[config.mk]
export PLATFORM = sky130hd
export DESIGN_NAME = channel0_config_calibration_regs
export DESIGN_NICKNAME = d
export VERILOG_FILES = /design/src/chan0_regs_pkg.sv /design/src/dc_removal_decode.sv /design/src/channel0_config_calibration_regs.sv
export SDC_FILE = /design/constraint.sdc
export NUM_CORES = 1
export LEC_CHECK = 0
export BUFFER_PORTS_ARGS = -buffer_cell sky130_fd_sc_hd__buf_2
export CAP_MARGIN = 15
export CORE_UTILIZATION = 48
export DETAILED_ROUTE_END_ITERATION = 6
export GPL_TIMING_DRIVEN = 0
export PLACE_DENSITY_LB_ADDON = 0.2
export RECOVER_POWER = 100
export SLEW_MARGIN = 20
export SYNTH_ARGS = -nofsm -noshare
export SYNTH_HDL_FRONTEND = slang
export SYNTH_SLANG_ARGS = --single-unit
[constraint.sdc]
create_clock -name clk -period 2.71 [get_ports clk]
set_input_delay 0.271 -clock clk [delete_from_list [all_inputs] [get_ports clk]]
set_output_delay 0.271 -clock clk [all_outputs]
set_load 0.03 [all_outputs]
[src/chan0_regs_pkg.sv]
// Package with the register map, field layout, reset values and types of the channel 0 bank.
package chan0_regs_pkg;

    // Register word width and the number of data bits on the bus.
    localparam int unsigned REG_W  = 16;
    localparam int unsigned DATA_W = 32;

    // Register indices; the byte address on the bus is four times the index.
    localparam logic [5:0] IDX_THRESH_LOW = 6'h08;
    localparam logic [5:0] IDX_CFG        = 6'h09;
    localparam logic [5:0] IDX_OCAL_HI    = 6'h0A;
    localparam logic [5:0] IDX_OCAL_LO    = 6'h0B;
    localparam logic [5:0] IDX_GCAL_HI    = 6'h0C;
    localparam logic [5:0] IDX_GCAL_LO    = 6'h0D;

    // Position of the register index inside the byte address.
    localparam int unsigned ADDR_IDX_LSB = 2;
    localparam int unsigned ADDR_IDX_MSB = 7;

    // Field positions of the threshold low register.
    localparam int unsigned THR_BYTE_MSB = 15;
    localparam int unsigned THR_BYTE_LSB = 8;
    localparam int unsigned DCB_SEL_MSB  = 3;
    localparam int unsigned DCB_SEL_LSB  = 0;

    // Field positions of the channel 0 configuration register.
    localparam int unsigned PHASE_MSB  = 15;
    localparam int unsigned PHASE_LSB  = 6;
    localparam int unsigned DCOFF_BIT  = 2;
    localparam int unsigned INSEL_MSB  = 1;
    localparam int unsigned INSEL_LSB  = 0;

    // Field positions of the calibration low registers.
    localparam int unsigned CAL_LO_MSB = 15;
    localparam int unsigned CAL_LO_LSB = 8;

    // Reset values.
    localparam logic [15:0] RST_THRESH_LOW = 16'h0000;
    localparam logic [15:0] RST_CFG        = 16'h0000;
    localparam logic [15:0] RST_OCAL_HI    = 16'h0000;
    localparam logic [15:0] RST_OCAL_LO    = 16'h0000;
    localparam logic [15:0] RST_GCAL_HI    = 16'h8000;
    localparam logic [15:0] RST_GCAL_LO    = 16'h0000;

    // Writable bits of each register; reserved bits stay zero.
    localparam logic [15:0] WMASK_THRESH_LOW = 16'hFF0F;
    localparam logic [15:0] WMASK_CFG        = 16'hFFC7;
    localparam logic [15:0] WMASK_CAL_HI     = 16'hFFFF;
    localparam logic [15:0] WMASK_CAL_LO     = 16'hFF00;

    // AHB transfer types used by the slave.
    localparam logic [1:0] HTRANS_IDLE   = 2'h0;
    localparam logic [1:0] HTRANS_NONSEQ = 2'h2;

    // Input selection codes of channel 0.
    typedef enum logic [1:0] {
        INSEL_PINS     = 2'h0,
        INSEL_SHORTED  = 2'h1,
        INSEL_POS_TEST = 2'h2,
        INSEL_NEG_TEST = 2'h3
    } chan0_input_sel_t;

    // One-hot states of the bus slave.
    typedef enum logic [1:0] {
        BUS_IDLE   = 2'h1,
        BUS_RDWAIT = 2'h2
    } bus_state_t;

    // Channel 0 configuration as seen by the datapath.
    typedef struct packed {
        logic [9:0]       chan0_phase_delay;
        logic             chan0_dc_removal_off;
        chan0_input_sel_t chan0_input_select;
    } chan0_cfg_t;

    // Channel 0 calibration words, 24 bits each.
    typedef struct packed {
        logic [23:0] offset;
        logic [23:0] gain;
    } chan0_cal_t;

endpackage : chan0_regs_pkg

[src/dc_removal_decode.sv]
// DC removal filter coefficient decoder for channel 0, with registered outputs.
`timescale 1ns/1ps
`default_nettype none
module dc_removal_decode (
    input  wire logic       clk,          // Device clock.
    input  wire logic       reset,        // Synchronous reset, active high.
    input  wire logic [3:0] coef_sel,     // Shared coefficient selection code.
    input  wire logic       chan_off,     // Channel disable of the filter.
    output logic            filter_on_q,  // Filter active for this channel.
    output logic [4:0]      shift_q       // Coefficient is two to the minus this.
);
    import chan0_regs_pkg::*;

    // Code zero turns the filter off everywhere; the channel bit overrides per channel.
    always_ff @(posedge clk) begin
        if (reset) begin
            filter_on_q <= 1'b0;
            shift_q     <= 5'h00;
        end else if ((coef_sel == 4'h0) || chan_off) begin
            filter_on_q <= 1'b0;
            shift_q     <= 5'h00;
        end else begin
            filter_on_q <= 1'b1;
            shift_q     <= {1'b0, coef_sel} + 5'h01;
        end
    end
endmodule : dc_removal_decode
`default_nettype wire

[src/channel0_config_calibration_regs.sv]
// Channel 0 configuration and calibration register bank behind an AHB-Lite slave.
//
// Added by the designer: the AHB-Lite slave port.
`timescale 1ns/1ps
`default_nettype none
// Functional notes
// - Threshold low byte lives in bits 15:8 of threshold register, read/write, resets zero.
// - DC removal code zero switches the filter off; zero is the reset default.
// - Nonzero DC removal code gives coefficient one over two to (code plus one).
// - Ten-bit two's complement phase delay sits in configuration bits 15:6.
// - Configuration bit 2 set disables DC removal for channel 0 only.
// - Configuration bits 1:0 select pins, shorted inputs, positive or negative test.
// - Offset high register holds offset calibration bits 23:8, resetting to zero.
// - Offset low register bits 15:8 hold offset calibration bits 7:0.
// - Low byte of each calibration low register is read-only and reads zero.
// - Gain high register holds gain calibration bits 23:8.
// - Gain high resets to 8000h; all other channel 0 registers reset to zero.
// - Gain low register bits 15:8 hold gain calibration bits 7:0, resetting zero.
// - Configuration at 9h resets 0000h; offset high and low follow at Ah, Bh.
module channel0_config_calibration_regs (
    input  wire logic                       clk,                         // Device clock.
    input  wire logic                       reset,                       // Sync reset, high.
    input  wire logic                       hsel,                        // Slave select.
    input  wire logic [31:0]                haddr,                       // Byte address.
    input  wire logic [1:0]                 htrans,                      // Transfer type.
    input  wire logic                       hwrite,                      // Write when high.
    input  wire logic [2:0]                 hsize,                       // Transfer size.
    input  wire logic                       hready,                      // Bus ready in.
    input  wire logic [31:0]                hwdata,                      // Write data.
    output logic                            hreadyout,                   // Slave ready out.
    output logic                            hresp,                       // Always OKAY.
    output logic [31:0]                     hrdata,                      // Read data.
    output logic [7:0]                      detect_threshold_low_byte,   // Threshold low byte.
    output logic [3:0]                      dc_removal_coefficient_sel,  // Shared DC code.
    output chan0_regs_pkg::chan0_cfg_t      chan0_cfg,                   // Channel 0 config.
    output chan0_regs_pkg::chan0_cal_t      chan0_cal,                   // Calibration words.
    output logic                            chan0_dc_removal_active,     // Filter on for ch 0.
    output logic [4:0]                      chan0_dc_shift               // Coefficient shift.
);
    import chan0_regs_pkg::*;

    // Register storage.
    logic [15:0] thresh_low_q;
    logic [15:0] cfg_q;
    logic [15:0] ocal_hi_q;
    logic [15:0] ocal_lo_q;
    logic [15:0] gcal_hi_q;
    logic [15:0] gcal_lo_q;

    // Bus slave state.
    bus_state_t  bus_state_q;
    logic        hready_q;
    logic [31:0] hrdata_q;
    logic        dp_valid_q;
    logic        dp_write_q;
    logic        dp_mapped_q;
    logic [5:0]  dp_idx_q;

    // Decode of the address phase.
    logic        addr_take;
    logic [5:0]  addr_idx;
    logic        addr_mapped;
    logic        wr_commit;
    logic [15:0] wr_data;
    logic [15:0] rd_value;

    // An address phase is taken only when the bus is ready and a NONSEQ is presented.
    assign addr_take = hsel && hready && (htrans == HTRANS_NONSEQ);
    assign addr_idx  = haddr[ADDR_IDX_MSB:ADDR_IDX_LSB];

    // Only the six word slots of this bank answer; the upper address bits must be clear.
    always_comb begin
        addr_mapped = 1'b0;
        if (haddr[31:8] == 24'h000000) begin
            case (addr_idx)
                IDX_THRESH_LOW, IDX_CFG, IDX_OCAL_HI,
                IDX_OCAL_LO, IDX_GCAL_HI, IDX_GCAL_LO: addr_mapped = 1'b1;
                default:                               addr_mapped = 1'b0;
            endcase
        end
    end

    // Write data are taken at the end of the data phase, which never stalls for a write.
    assign wr_commit = dp_valid_q && dp_write_q && dp_mapped_q && (bus_state_q == BUS_IDLE);
    assign wr_data   = hwdata[15:0];

    // Data phase bookkeeping; hsize is not checked since only whole words are issued.
    always_ff @(posedge clk) begin
        if (reset) begin
            dp_valid_q  <= 1'b0;
            dp_write_q  <= 1'b0;
            dp_mapped_q <= 1'b0;
            dp_idx_q    <= 6'h00;
        end else if (hready_q) begin
            dp_valid_q  <= addr_take;
            dp_write_q  <= addr_take && hwrite;
            dp_mapped_q <= addr_take && addr_mapped;
            dp_idx_q    <= addr_idx;
        end
    end

    // Reads take one wait state so that a write just ahead of them is already stored.
    always_ff @(posedge clk) begin
        if (reset) begin
            bus_state_q <= BUS_IDLE;
            hready_q    <= 1'b1;
        end else begin
            case (bus_state_q)
                BUS_IDLE: begin
                    if (addr_take && !hwrite) begin
                        bus_state_q <= BUS_RDWAIT;
                        hready_q    <= 1'b0;
                    end
                end
                BUS_RDWAIT: begin
                    bus_state_q <= BUS_IDLE;
                    hready_q    <= 1'b1;
                end
                default: begin
                    bus_state_q <= BUS_IDLE;
                    hready_q    <= 1'b1;
                end
            endcase
        end
    end

    // Read multiplexer; reserved bits come out as zero because they are never stored.
    always_comb begin
        rd_value = 16'h0000;
        if (dp_mapped_q) begin
            case (dp_idx_q)
                IDX_THRESH_LOW: rd_value = thresh_low_q;
                IDX_CFG:        rd_value = cfg_q;
                IDX_OCAL_HI:    rd_value = ocal_hi_q;
                IDX_OCAL_LO:    rd_value = ocal_lo_q & WMASK_CAL_LO;
                IDX_GCAL_HI:    rd_value = gcal_hi_q;
                IDX_GCAL_LO:    rd_value = gcal_lo_q & WMASK_CAL_LO;
                default:        rd_value = 16'h0000;
            endcase
        end
    end

    // Read data register; unmapped reads return zero with an OKAY response.
    always_ff @(posedge clk) begin
        if (reset) begin
            hrdata_q <= 32'h00000000;
        end else if (bus_state_q == BUS_RDWAIT) begin
            hrdata_q <= {16'h0000, rd_value};
        end
    end

    // Threshold low byte and shared DC removal code; bits 7:4 are never written.
    always_ff @(posedge clk) begin
        if (reset) begin
            thresh_low_q <= RST_THRESH_LOW;
        end else if (wr_commit && (dp_idx_q == IDX_THRESH_LOW)) begin
            thresh_low_q <= wr_data & WMASK_THRESH_LOW;
        end
    end

    // Channel 0 configuration; the reserved bits 5:3 stay zero whatever is written.
    always_ff @(posedge clk) begin
        if (reset) begin
            cfg_q <= RST_CFG;
        end else if (wr_commit && (dp_idx_q == IDX_CFG)) begin
            cfg_q <= wr_data & WMASK_CFG;
        end
    end

    // Offset calibration words; the low byte of the low register is read-only zero.
    always_ff @(posedge clk) begin
        if (reset) begin
            ocal_hi_q <= RST_OCAL_HI;
            ocal_lo_q <= RST_OCAL_LO;
        end else begin
            if (wr_commit && (dp_idx_q == IDX_OCAL_HI)) begin
                ocal_hi_q <= wr_data & WMASK_CAL_HI;
            end
            if (wr_commit && (dp_idx_q == IDX_OCAL_LO)) begin
                ocal_lo_q <= wr_data & WMASK_CAL_LO;
            end
        end
    end

    // Gain calibration words; a gain of one is the reset value.
    always_ff @(posedge clk) begin
        if (reset) begin
            gcal_hi_q <= RST_GCAL_HI;
            gcal_lo_q <= RST_GCAL_LO;
        end else begin
            if (wr_commit && (dp_idx_q == IDX_GCAL_HI)) begin
                gcal_hi_q <= wr_data & WMASK_CAL_HI;
            end
            if (wr_commit && (dp_idx_q == IDX_GCAL_LO)) begin
                gcal_lo_q <= wr_data & WMASK_CAL_LO;
            end
        end
    end

    // Coefficient decode is registered, so the datapath sees a change one cycle late.
    dc_removal_decode u_dc_decode (
        .clk         (clk),
        .reset       (reset),
        .coef_sel    (thresh_low_q[DCB_SEL_MSB:DCB_SEL_LSB]),
        .chan_off    (cfg_q[DCOFF_BIT]),
        .filter_on_q (chan0_dc_removal_active),
        .shift_q     (chan0_dc_shift)
    );

    // Bus outputs; ready and read data from flip-flops, response tied to OKAY.
    assign hreadyout = hready_q;
    assign hrdata    = hrdata_q;
    assign hresp     = 1'b0;

    // Field outputs, wired straight from the register flip-flops.
    assign detect_threshold_low_byte  = thresh_low_q[THR_BYTE_MSB:THR_BYTE_LSB];
    assign dc_removal_coefficient_sel = thresh_low_q[DCB_SEL_MSB:DCB_SEL_LSB];
    assign chan0_cfg.chan0_phase_delay    = cfg_q[PHASE_MSB:PHASE_LSB];
    assign chan0_cfg.chan0_dc_removal_off = cfg_q[DCOFF_BIT];
    assign chan0_cfg.chan0_input_select   = chan0_input_sel_t'(cfg_q[INSEL_MSB:INSEL_LSB]);
    assign chan0_cal.offset = {ocal_hi_q, ocal_lo_q[CAL_LO_MSB:CAL_LO_LSB]};
    assign chan0_cal.gain   = {gcal_hi_q, gcal_lo_q[CAL_LO_MSB:CAL_LO_LSB]};
endmodule : channel0_config_calibration_regs
`default_nettype wire

==> summary by stage, run 1 <==
Worst setup path
The start-to-end type of the worst setup path is reg -> reg. STA classifies the critical path endpoint as a register. The setup slack of the worst register-to-register path is 0.24 ns.

STA classifies the critical path startpoint as a register. At the worst endpoint, the arrival time is 2.71 ns. For the worst setup path, the data required time is 2.95 ns. The top fanout value on the critical path is 10.

Yosys
The area share of the largest cell type after synthesis is 0.457. For this run, the register share of the synthesized area comes to 0.457. In this run the mean area of a mapped cell was 10.2 um2. The synthesized cell area is 4640 um2.

In this run, synthesis inferred 0 flip-flops with an integrated enable. The async set or reset register ratio after synthesis is 0. The cell taking the most area after synthesis is dfxtp_1. The synthesized design contains 106 register bits. The primary flip-flop cell chosen by synthesis mapping is dfxtp_1. For this run, the number of Yosys warnings is 0. Ranked by instance count, the synthesized netlist is headed by 106 x dfxtp_1, 89 x nor2_1, 83 x mux2i_1. Synthesis handed over a netlist of 454 instances. The most instantiated library cell after synthesis is dfxtp_1. Yosys attributes the largest share of cell area to dfxtp_1 46%, mux2i_1 18%, nor2_1 7.2%.

The number of different library cells in the post-synthesis netlist is 45.

Global route
The via count of the first global-routing pass is 4039. Across every metal layer, demand over resource in global routing totals 0.273. Global routing finished with a remaining overflow of 0. The number of antenna violations at the first check in global routing is 0.

Entering global routing, the biggest net connects 19 pins. The first global-routing pass estimated 20800 um of wire.

Clock tree
The tree is rooted in a clkbuf_8. The clock transition time at the flip-flop clock pins of the worst setup and hold paths is 0.09 ns. Counting every sink on the clock net gives 106. TritonCTS built the clock tree. The number of setup buffers added after CTS is 0.

The TritonCTS buffer count is 9. The clock network latency to the later pin of the worst-skew pair is 0.37 ns. The number of H-tree levels is 3.

The number of buffers between clock root and the deepest sink is 2. In this run, post-CTS repair resized a total of 0 instances. The number of hold-repair buffers added at the cts stage is 0.

Placed design
The routability-driven placement congestion ratio is 0.816. The estimated wirelength of the detail-placed design is 9340 um. The post-place instance area is 5610 um2. During placement, the flow inserted port buffers numbering 148. The count of placed standard cells including taps is 747.

STA
The remaining max-slew budget at the tightest pin is 0.405. The final worst-path cycle share is 0.910. At the pin with the least slew margin, the transition time is 0.886 ns. Setup repair after global routing left no endpoint under its margin. The number of endpoints with negative hold slack in the final report is 0.

The worst-case clock skew is 0.0140 ns. Setup violations remaining at the end of the flow were counted as 0. The setup TNS after final layout is 0 ns.

The final number of max-transition violations is 0. The clock period could shrink to 2.47 ns. The upper clock frequency limit is 0.406 GHz.

Pwr
The worst ir drop on vdd is 380 uV. Dividing total power by cell area gives a power density of 514 nW/um2. The leakage power is 0.00206 uW. The sum of internal, switching and leakage power is 2930 uW.

Hold path
The min-delay analysis places its worst path in the category in -> reg.

Route
The average detailed-routed wire length per instance is 17.3 um. The aggregate routed wire length is 13200 um. The number of nets with antenna violations after routing is 0. Summing over every cut layer, the via total after detailed routing is 4050.

The detailed router used layers up to and including met4. Summed over all nets, wire length on met2 after detailed routing comes to 6360 um. The detailed-router iteration count before antenna repair is 5. For this block, the initial DRC count from the detailed router was 230. The post-route met1 wirelength is 5420 um.

The wire length on met3 is 1100 um. The routed via count divided by cell count is 5.31. After detailed routing, the number of remaining DRC violations is 0.

Status
The flow ran to the end, and the final reports show no timing, DRC or antenna violations.

Floorplan
The number of placement rows is 35. The I/O pin count is 187. The starting density of the core is 0.498.

The horizontal die dimension is 100 um. The floorplan die area is 10100 um2. The area of the core is 9330 um2.

The floorplan die height is 100 um.

Cells and area
The number of diodes is 0. Leaving out filler cells and counting taps, the final layout contains 763. The utilization of the core after routing is 0.612. The net count of the finished layout is 705. The finished cells cover 5710 um2. The growth of design area from synthesis to finish is 22.9%. In the final layout, the share of cells above drive strength 1 is 0.188.

Job
Across the run, the number of max-cap violations was 0.
==> path summary, 6_finish.rpt <==
| check | end | startpoint | cells past startpoint |
|---|---|---|---|
| setup reg to reg | gcal_hi_q[9]$_SDFFE_PP0P_ | dp_idx_q[1]$_SDFFE_PP0P_ | 6 |
| hold reg to reg | hrdata[11]$_SDFFE_PP0N_ | hrdata[11]$_SDFFE_PP0N_ | 2 |
| hold / removal | bus_state_q[1]$_SDFFE_PP0P_ | hwrite | 2 |
| setup / recovery | gcal_hi_q[9]$_SDFFE_PP0P_ | dp_idx_q[1]$_SDFFE_PP0P_ | 6 |
==> stage by stage <==
step | worst slack (ns) | hold slack, ns
2_1_floorplan | 0.693 | 0.362
3_3_place_gp | 0.480 | 0.450
3_5_place_dp | 0.397 | 0.456
4_1_cts | 0.394 | 0.0841
5_1_grt | 0.144 | 0.0893
6_report | 0.245 | 0.0994
==> cell type report <==
| cell class | instances | area [um2] |
|---|---|---|
| Fill cell | 895 | 3620 |
| Multi-Input combinational cell | 314 | 2260 |
| Sequential cell | 106 | 2120 |
| Timing Repair Buffer | 148 | 619 |
| Buffer | 43 | 270 |
| Tap cell | 129 | 161 |
| Clock buffer | 9 | 124 |
| Clock inverter | 7 | 121 |
| Inverter | 7 | 26.3 |
==> sequential cells by signal (all words and copies together), names as in the netlist <==
signal                   cells
cfg_q                       13
dp_idx_q                     6
bus_state_q                  2
gcal_lo_q                    8
dp_mapped_q                  1
ocal_hi_q                   16
dp_valid_q                   1
ocal_lo_q                    8
hrdata                      16
thresh_low_q                12
u_dc_decode.filter_on_q      1
gcal_hi_q                   16
dp_write_q                   1
u_dc_decode.shift_q          5
==> power by group <==
| part | leakage (uW) | internal, uW | switching [uW] |
|---|---|---|---|
| sequential | 0.000855 | 1560 | 6.00 |
| clock | 0.000125 | 622 | 544 |
| combinational | 0.00108 | 70.6 | 129 |
| total | 0.00206 | 2250 | 679 |
==> layout by cell type (no fill, tap or decap), types with 2 or more instances in the layout <==
cell type    n
bufinv_16    3
a32oi_1      7
a221oi_1     6
nand2b_1     2
mux2_2      16
clkbuf_1   113
ha_1         2
a222oi_1    10
mux2i_1     83
clkbuf_2     3
a21oi_1      5
buf_2       52
nand3_1      5
a21boi_0     5
clkbuf_8    10
buf_4       19
nor2_1      89
o21ai_0      7
nor4_4       6
buf_6        3
nand4_1      4
a211oi_1     2
nor4_1       6
conb_1      17
inv_6        3
nor2b_1      2
nand4bb_1    2
nor3_1       7
a22oi_1      2
dfxtp_1    106
nand2_1     14
inv_1        7
==> cell families after synthesis <==
| group | after synthesis | synth area share |
|---|---|---|
| flops | 106 | 0.457 |
| buf+inv | 50 | 0.0676 |
| mux | 99 | 0.218 |
| other cells | 1 | 0.000807 |
| fa+ha+maj | 2 | 0.00539 |
| xor+xnor | 2 | 0.00377 |
| simple gates | 146 | 0.167 |
| compound gates | 48 | 0.0808 |
==> worst max-delay path, stage by stage (launching register included) <==
cell	delay, ns
dfxtp_1	0.31
buf_6	0.13
nand4bb_1	0.42
nor4_4	0.64
clkbuf_2	0.52
mux2i_1	0.26
nor2_1	0.05
==> routing by layer <==
layer | vias up | global-route usage
met3 | 23 | 0.0815
met2 | 174 | 0.460
li1 | 1939 | -
met4 | 0 | 0.100
met1 | 1914 | 0.330
met5 | - | 0
Note: power is estimated with default switching activity, not from simulation.
==> inputs of run 2 (changes only) <==
--- a/config.mk
+++ b/config.mk
@@ -7,6 +7,7 @@
 export LEC_CHECK = 0
 export BUFFER_PORTS_ARGS = -buffer_cell sky130_fd_sc_hd__buf_2
 export CAP_MARGIN = 15
+export CORE_MARGIN = 4
 export CORE_UTILIZATION = 48
 export DETAILED_ROUTE_END_ITERATION = 6
 export GPL_TIMING_DRIVEN = 0
==> summary by stage, run 2 (synthesis results as in run 1) <==
Status
The flow ran to the end, and the final reports show no timing, DRC or antenna violations.

Clock tree
The number of buffers between clock root and the deepest sink is 2 (unchanged). The buffer type at the clock tree root is clkbuf_8. TritonCTS built the clock tree. The count of instances resized after the clock tree is built is 0 (unchanged). The number of hold-repair buffers added at the cts stage is 0 (unchanged). The TritonCTS buffer count came to 9 (unchanged). The clock transition time at the flip-flop clock pins of the worst setup and hold paths came to 0.09 ns (about the same). The CTS sink count is 106 (unchanged). The number of setup buffers added after CTS was 0 (unchanged). The number of H-tree levels was 3 (unchanged). The clock network latency to the later pin of the worst-skew pair is 0.38 ns (about the same).

Global route
The pin count of the biggest net entering global routing is 19 (unchanged). The wire length of the first global-routing pass is 20900 um (+0.43%). The remaining global-route overflow is 0 (unchanged). The via count of the first global-routing pass came to 3954 (-2.1%). The global-route usage over all layers is 0.236 (-0.0370).

The number of antenna violations at the first check in global routing came to 0 (unchanged).

Cells and area
The number of diodes came to 0 (unchanged). The top cell types in the final layout, fill and taps aside, are 114 x clkbuf_1, 106 x dfxtp_1, 89 x nor2_1. The share of post-route cells with drive strength above 1 was 0.188 (unchanged).

Leaving out fill and tap cells, the most frequent cell in the layout is clkbuf_1. The number of cells in the finished layout apart from fillers is 763 (unchanged). The number of nets in the final layout is 705 (unchanged).

The utilization of the core after routing came to 0.608 (-0.00402). The area growth from synthesis to layout is 22.1%.

STA
The remaining max-slew budget at the tightest pin is 0.403 (-0.00186). The worst hold margin is 0.0854 ns (-0.0140 ns). The smallest setup slack after layout came to 0.297 ns (+0.0524 ns). The transition time at the pin with the least slew margin is 0.889 ns (+0.00277 ns). The upper clock frequency limit is 0.414 GHz (+2.2%).

Setup repair after global routing left no endpoint under its margin. The setup TNS after final layout is 0 ns (unchanged). The number of setup violations in the final report was 0 (unchanged). The final worst-path cycle share is 0.890 (-0.0193). The final number of max-transition violations is 0 (unchanged).

The final critical-path required period is 2.41 ns (-0.0524 ns). The number of endpoints with negative hold slack in the final report came to 0 (unchanged). The worst-case clock skew was 0.0244 ns (+0.0104 ns).

Worst setup path
The start-to-end type of the worst setup path is reg -> reg. The element type at the critical path start is a register. The most frequent cell on the critical path is buf_6. The worst register-to-register path ends at thresh_low_q[8]$_SDFFE_PP0P_.

The master of the slowest instance on the critical path is or4b_2. The worst reg2reg path depth is 7 (+1). The peak per-stage delay on the critical path was 0.66 ns (+0.02 ns).

The top cell family by delay on the critical path is simple AND/OR/NAND/NOR gates. The worst register-to-register path begins at dp_idx_q[1]$_SDFFE_PP0P_. The critical path endpoint category is a register. The top fanout value on the critical path is 10 (unchanged). The required time of the critical path is 2.95 ns (about the same). The setup slack of the worst register-to-register path is 0.30 ns (+0.05 ns).

The number of buffers and inverters on the critical path is 3 (+1). The arrival time of the worst setup path is 2.65 ns (-0.06 ns). The critical path goes through buf_6, or4b_2, clkbuf_1, nor4_4, buf_6, mux2i_1, nor2_1.

Floorplan
The starting density of the core is 0.498 (unchanged). The area of the core is 9330 um2 (unchanged). The floorplan die height is 106 um (+6.0%). The I/O pin count came to 187 (unchanged). The horizontal die dimension is 106 um (+6.0%). The number of placement rows was 35 (unchanged).

The floorplan die area is 11300 um2 (+12%).

Hold path
The number of instances on the worst hold path is 2 (unchanged). The worst min-delay path endpoint is bus_state_q[1]$_SDFFE_PP0P_. The source of the worst hold timing path is hwrite. The path type of the worst min-delay path is in -> reg.

Route
The aggregate routed wire length is 13500 um (+2.7%). The number of nets with antenna violations after routing was 0 (unchanged). The number of design rule violations left after detail routing was 0 (unchanged). The average detailed-routed wire length per instance came to 17.7 um (+2.7%). The routed via count divided by cell count was 5.28 (-0.49%). The number of DRC markers in iteration 0 is 289 (+26%).

The count of vias placed by the detailed router is 4030 (-0.49%). The detailed-router iteration count before antenna repair is 5 (unchanged).

Placed design
The count of placed standard cells including taps is 747 (unchanged). The count of buffers inserted at the top-level ports was 148 (unchanged). The estimated wirelength of the detail-placed design came to 9720 um (+4.1%). The pre-CTS setup slack was 0.406 ns (+0.00908 ns). The routability-driven placement congestion ratio is 0.806 (-1.2%).

Pwr
The worst ir drop on vdd is 372 uV (-2.0%). The leakage power was 0.00204 uW (-1.0%). The power density over cell area is 487 nW/um2 (-5.3%).

Job
The max capacitance violation total is 0 (unchanged).
-- run 2: worst reg2reg max path: stages (launching register included) --
cell	delay, ns
dfxtp_1	0.32
buf_6	0.13
or4b_2	0.66
clkbuf_1	0.22
nor4_4	0.40
buf_6	0.26
mux2i_1	0.24
nor2_1	0.06
-- run 2: where the power goes --
part | total (uW) | switching, uW | leakage (uW) | internal [uW]
clock | 993 | 554 | 0.000101 | 440
combinational | 199 | 129 | 0.00109 | 70.8
sequential | 1570 | 6.12 | 0.000855 | 1560
-- run 2: area by class of cell --
type / count / area (um2)
inverters: 7 / 26.3
clock inverters: 6 / 73.8
clock buffers: 10 / 128
multi-input cells: 314 / 2260
flip-flops and latches: 106 / 2120
well taps: 129 / 161
fillers: 889 / 3660
plain buffers: 43 / 277
repair buffers: 148 / 619
-- run 2: routing by layer --
metal | vias to the layer above | track usage | wire length [um]
met4 | 0 | 0.0870 | 368
met3 | 30 | 0.0565 | 1100
met1 | 1881 | 0.294 | 5480
met2 | 178 | 0.397 | 6570
li1 | 1941 | - | -
met5 | - | 0 | 0
-- run 2: how the worst max path moves through the flow --
stage | end | slack [ns] | depth (start not counted) | start
after floorplan | gcal_hi_q[6]$_SDFFE_PP0P_ | 0.69 | 5 | bus_state_q[0]$_SDFFE_PP1P_
after global placement | ocal_hi_q[14]$_SDFFE_PP0P_ | 0.49 | 5 | dp_mapped_q$_SDFFE_PP0P_
after detailed placement | ocal_hi_q[13]$_SDFFE_PP0P_ | 0.41 | 5 | dp_mapped_q$_SDFFE_PP0P_
after CTS | ocal_hi_q[14]$_SDFFE_PP0P_ | 0.43 | 5 | dp_mapped_q$_SDFFE_PP0P_
after global routing | thresh_low_q[9]$_SDFFE_PP0P_ | 0.19 | 7 | dp_idx_q[1]$_SDFFE_PP0P_
final | thresh_low_q[8]$_SDFFE_PP0P_ | 0.30 | 7 | dp_idx_q[1]$_SDFFE_PP0P_
-- run 2: stage by stage --
step | cell area [um2] | total power, uW
after global placement | 5610 | 1800
after CTS | 5810 | 2780
after detailed placement | 5610 | 1800
final | 5670 | 2760
after global routing | 5670 | 2850
after floorplan | 4700 | 1720
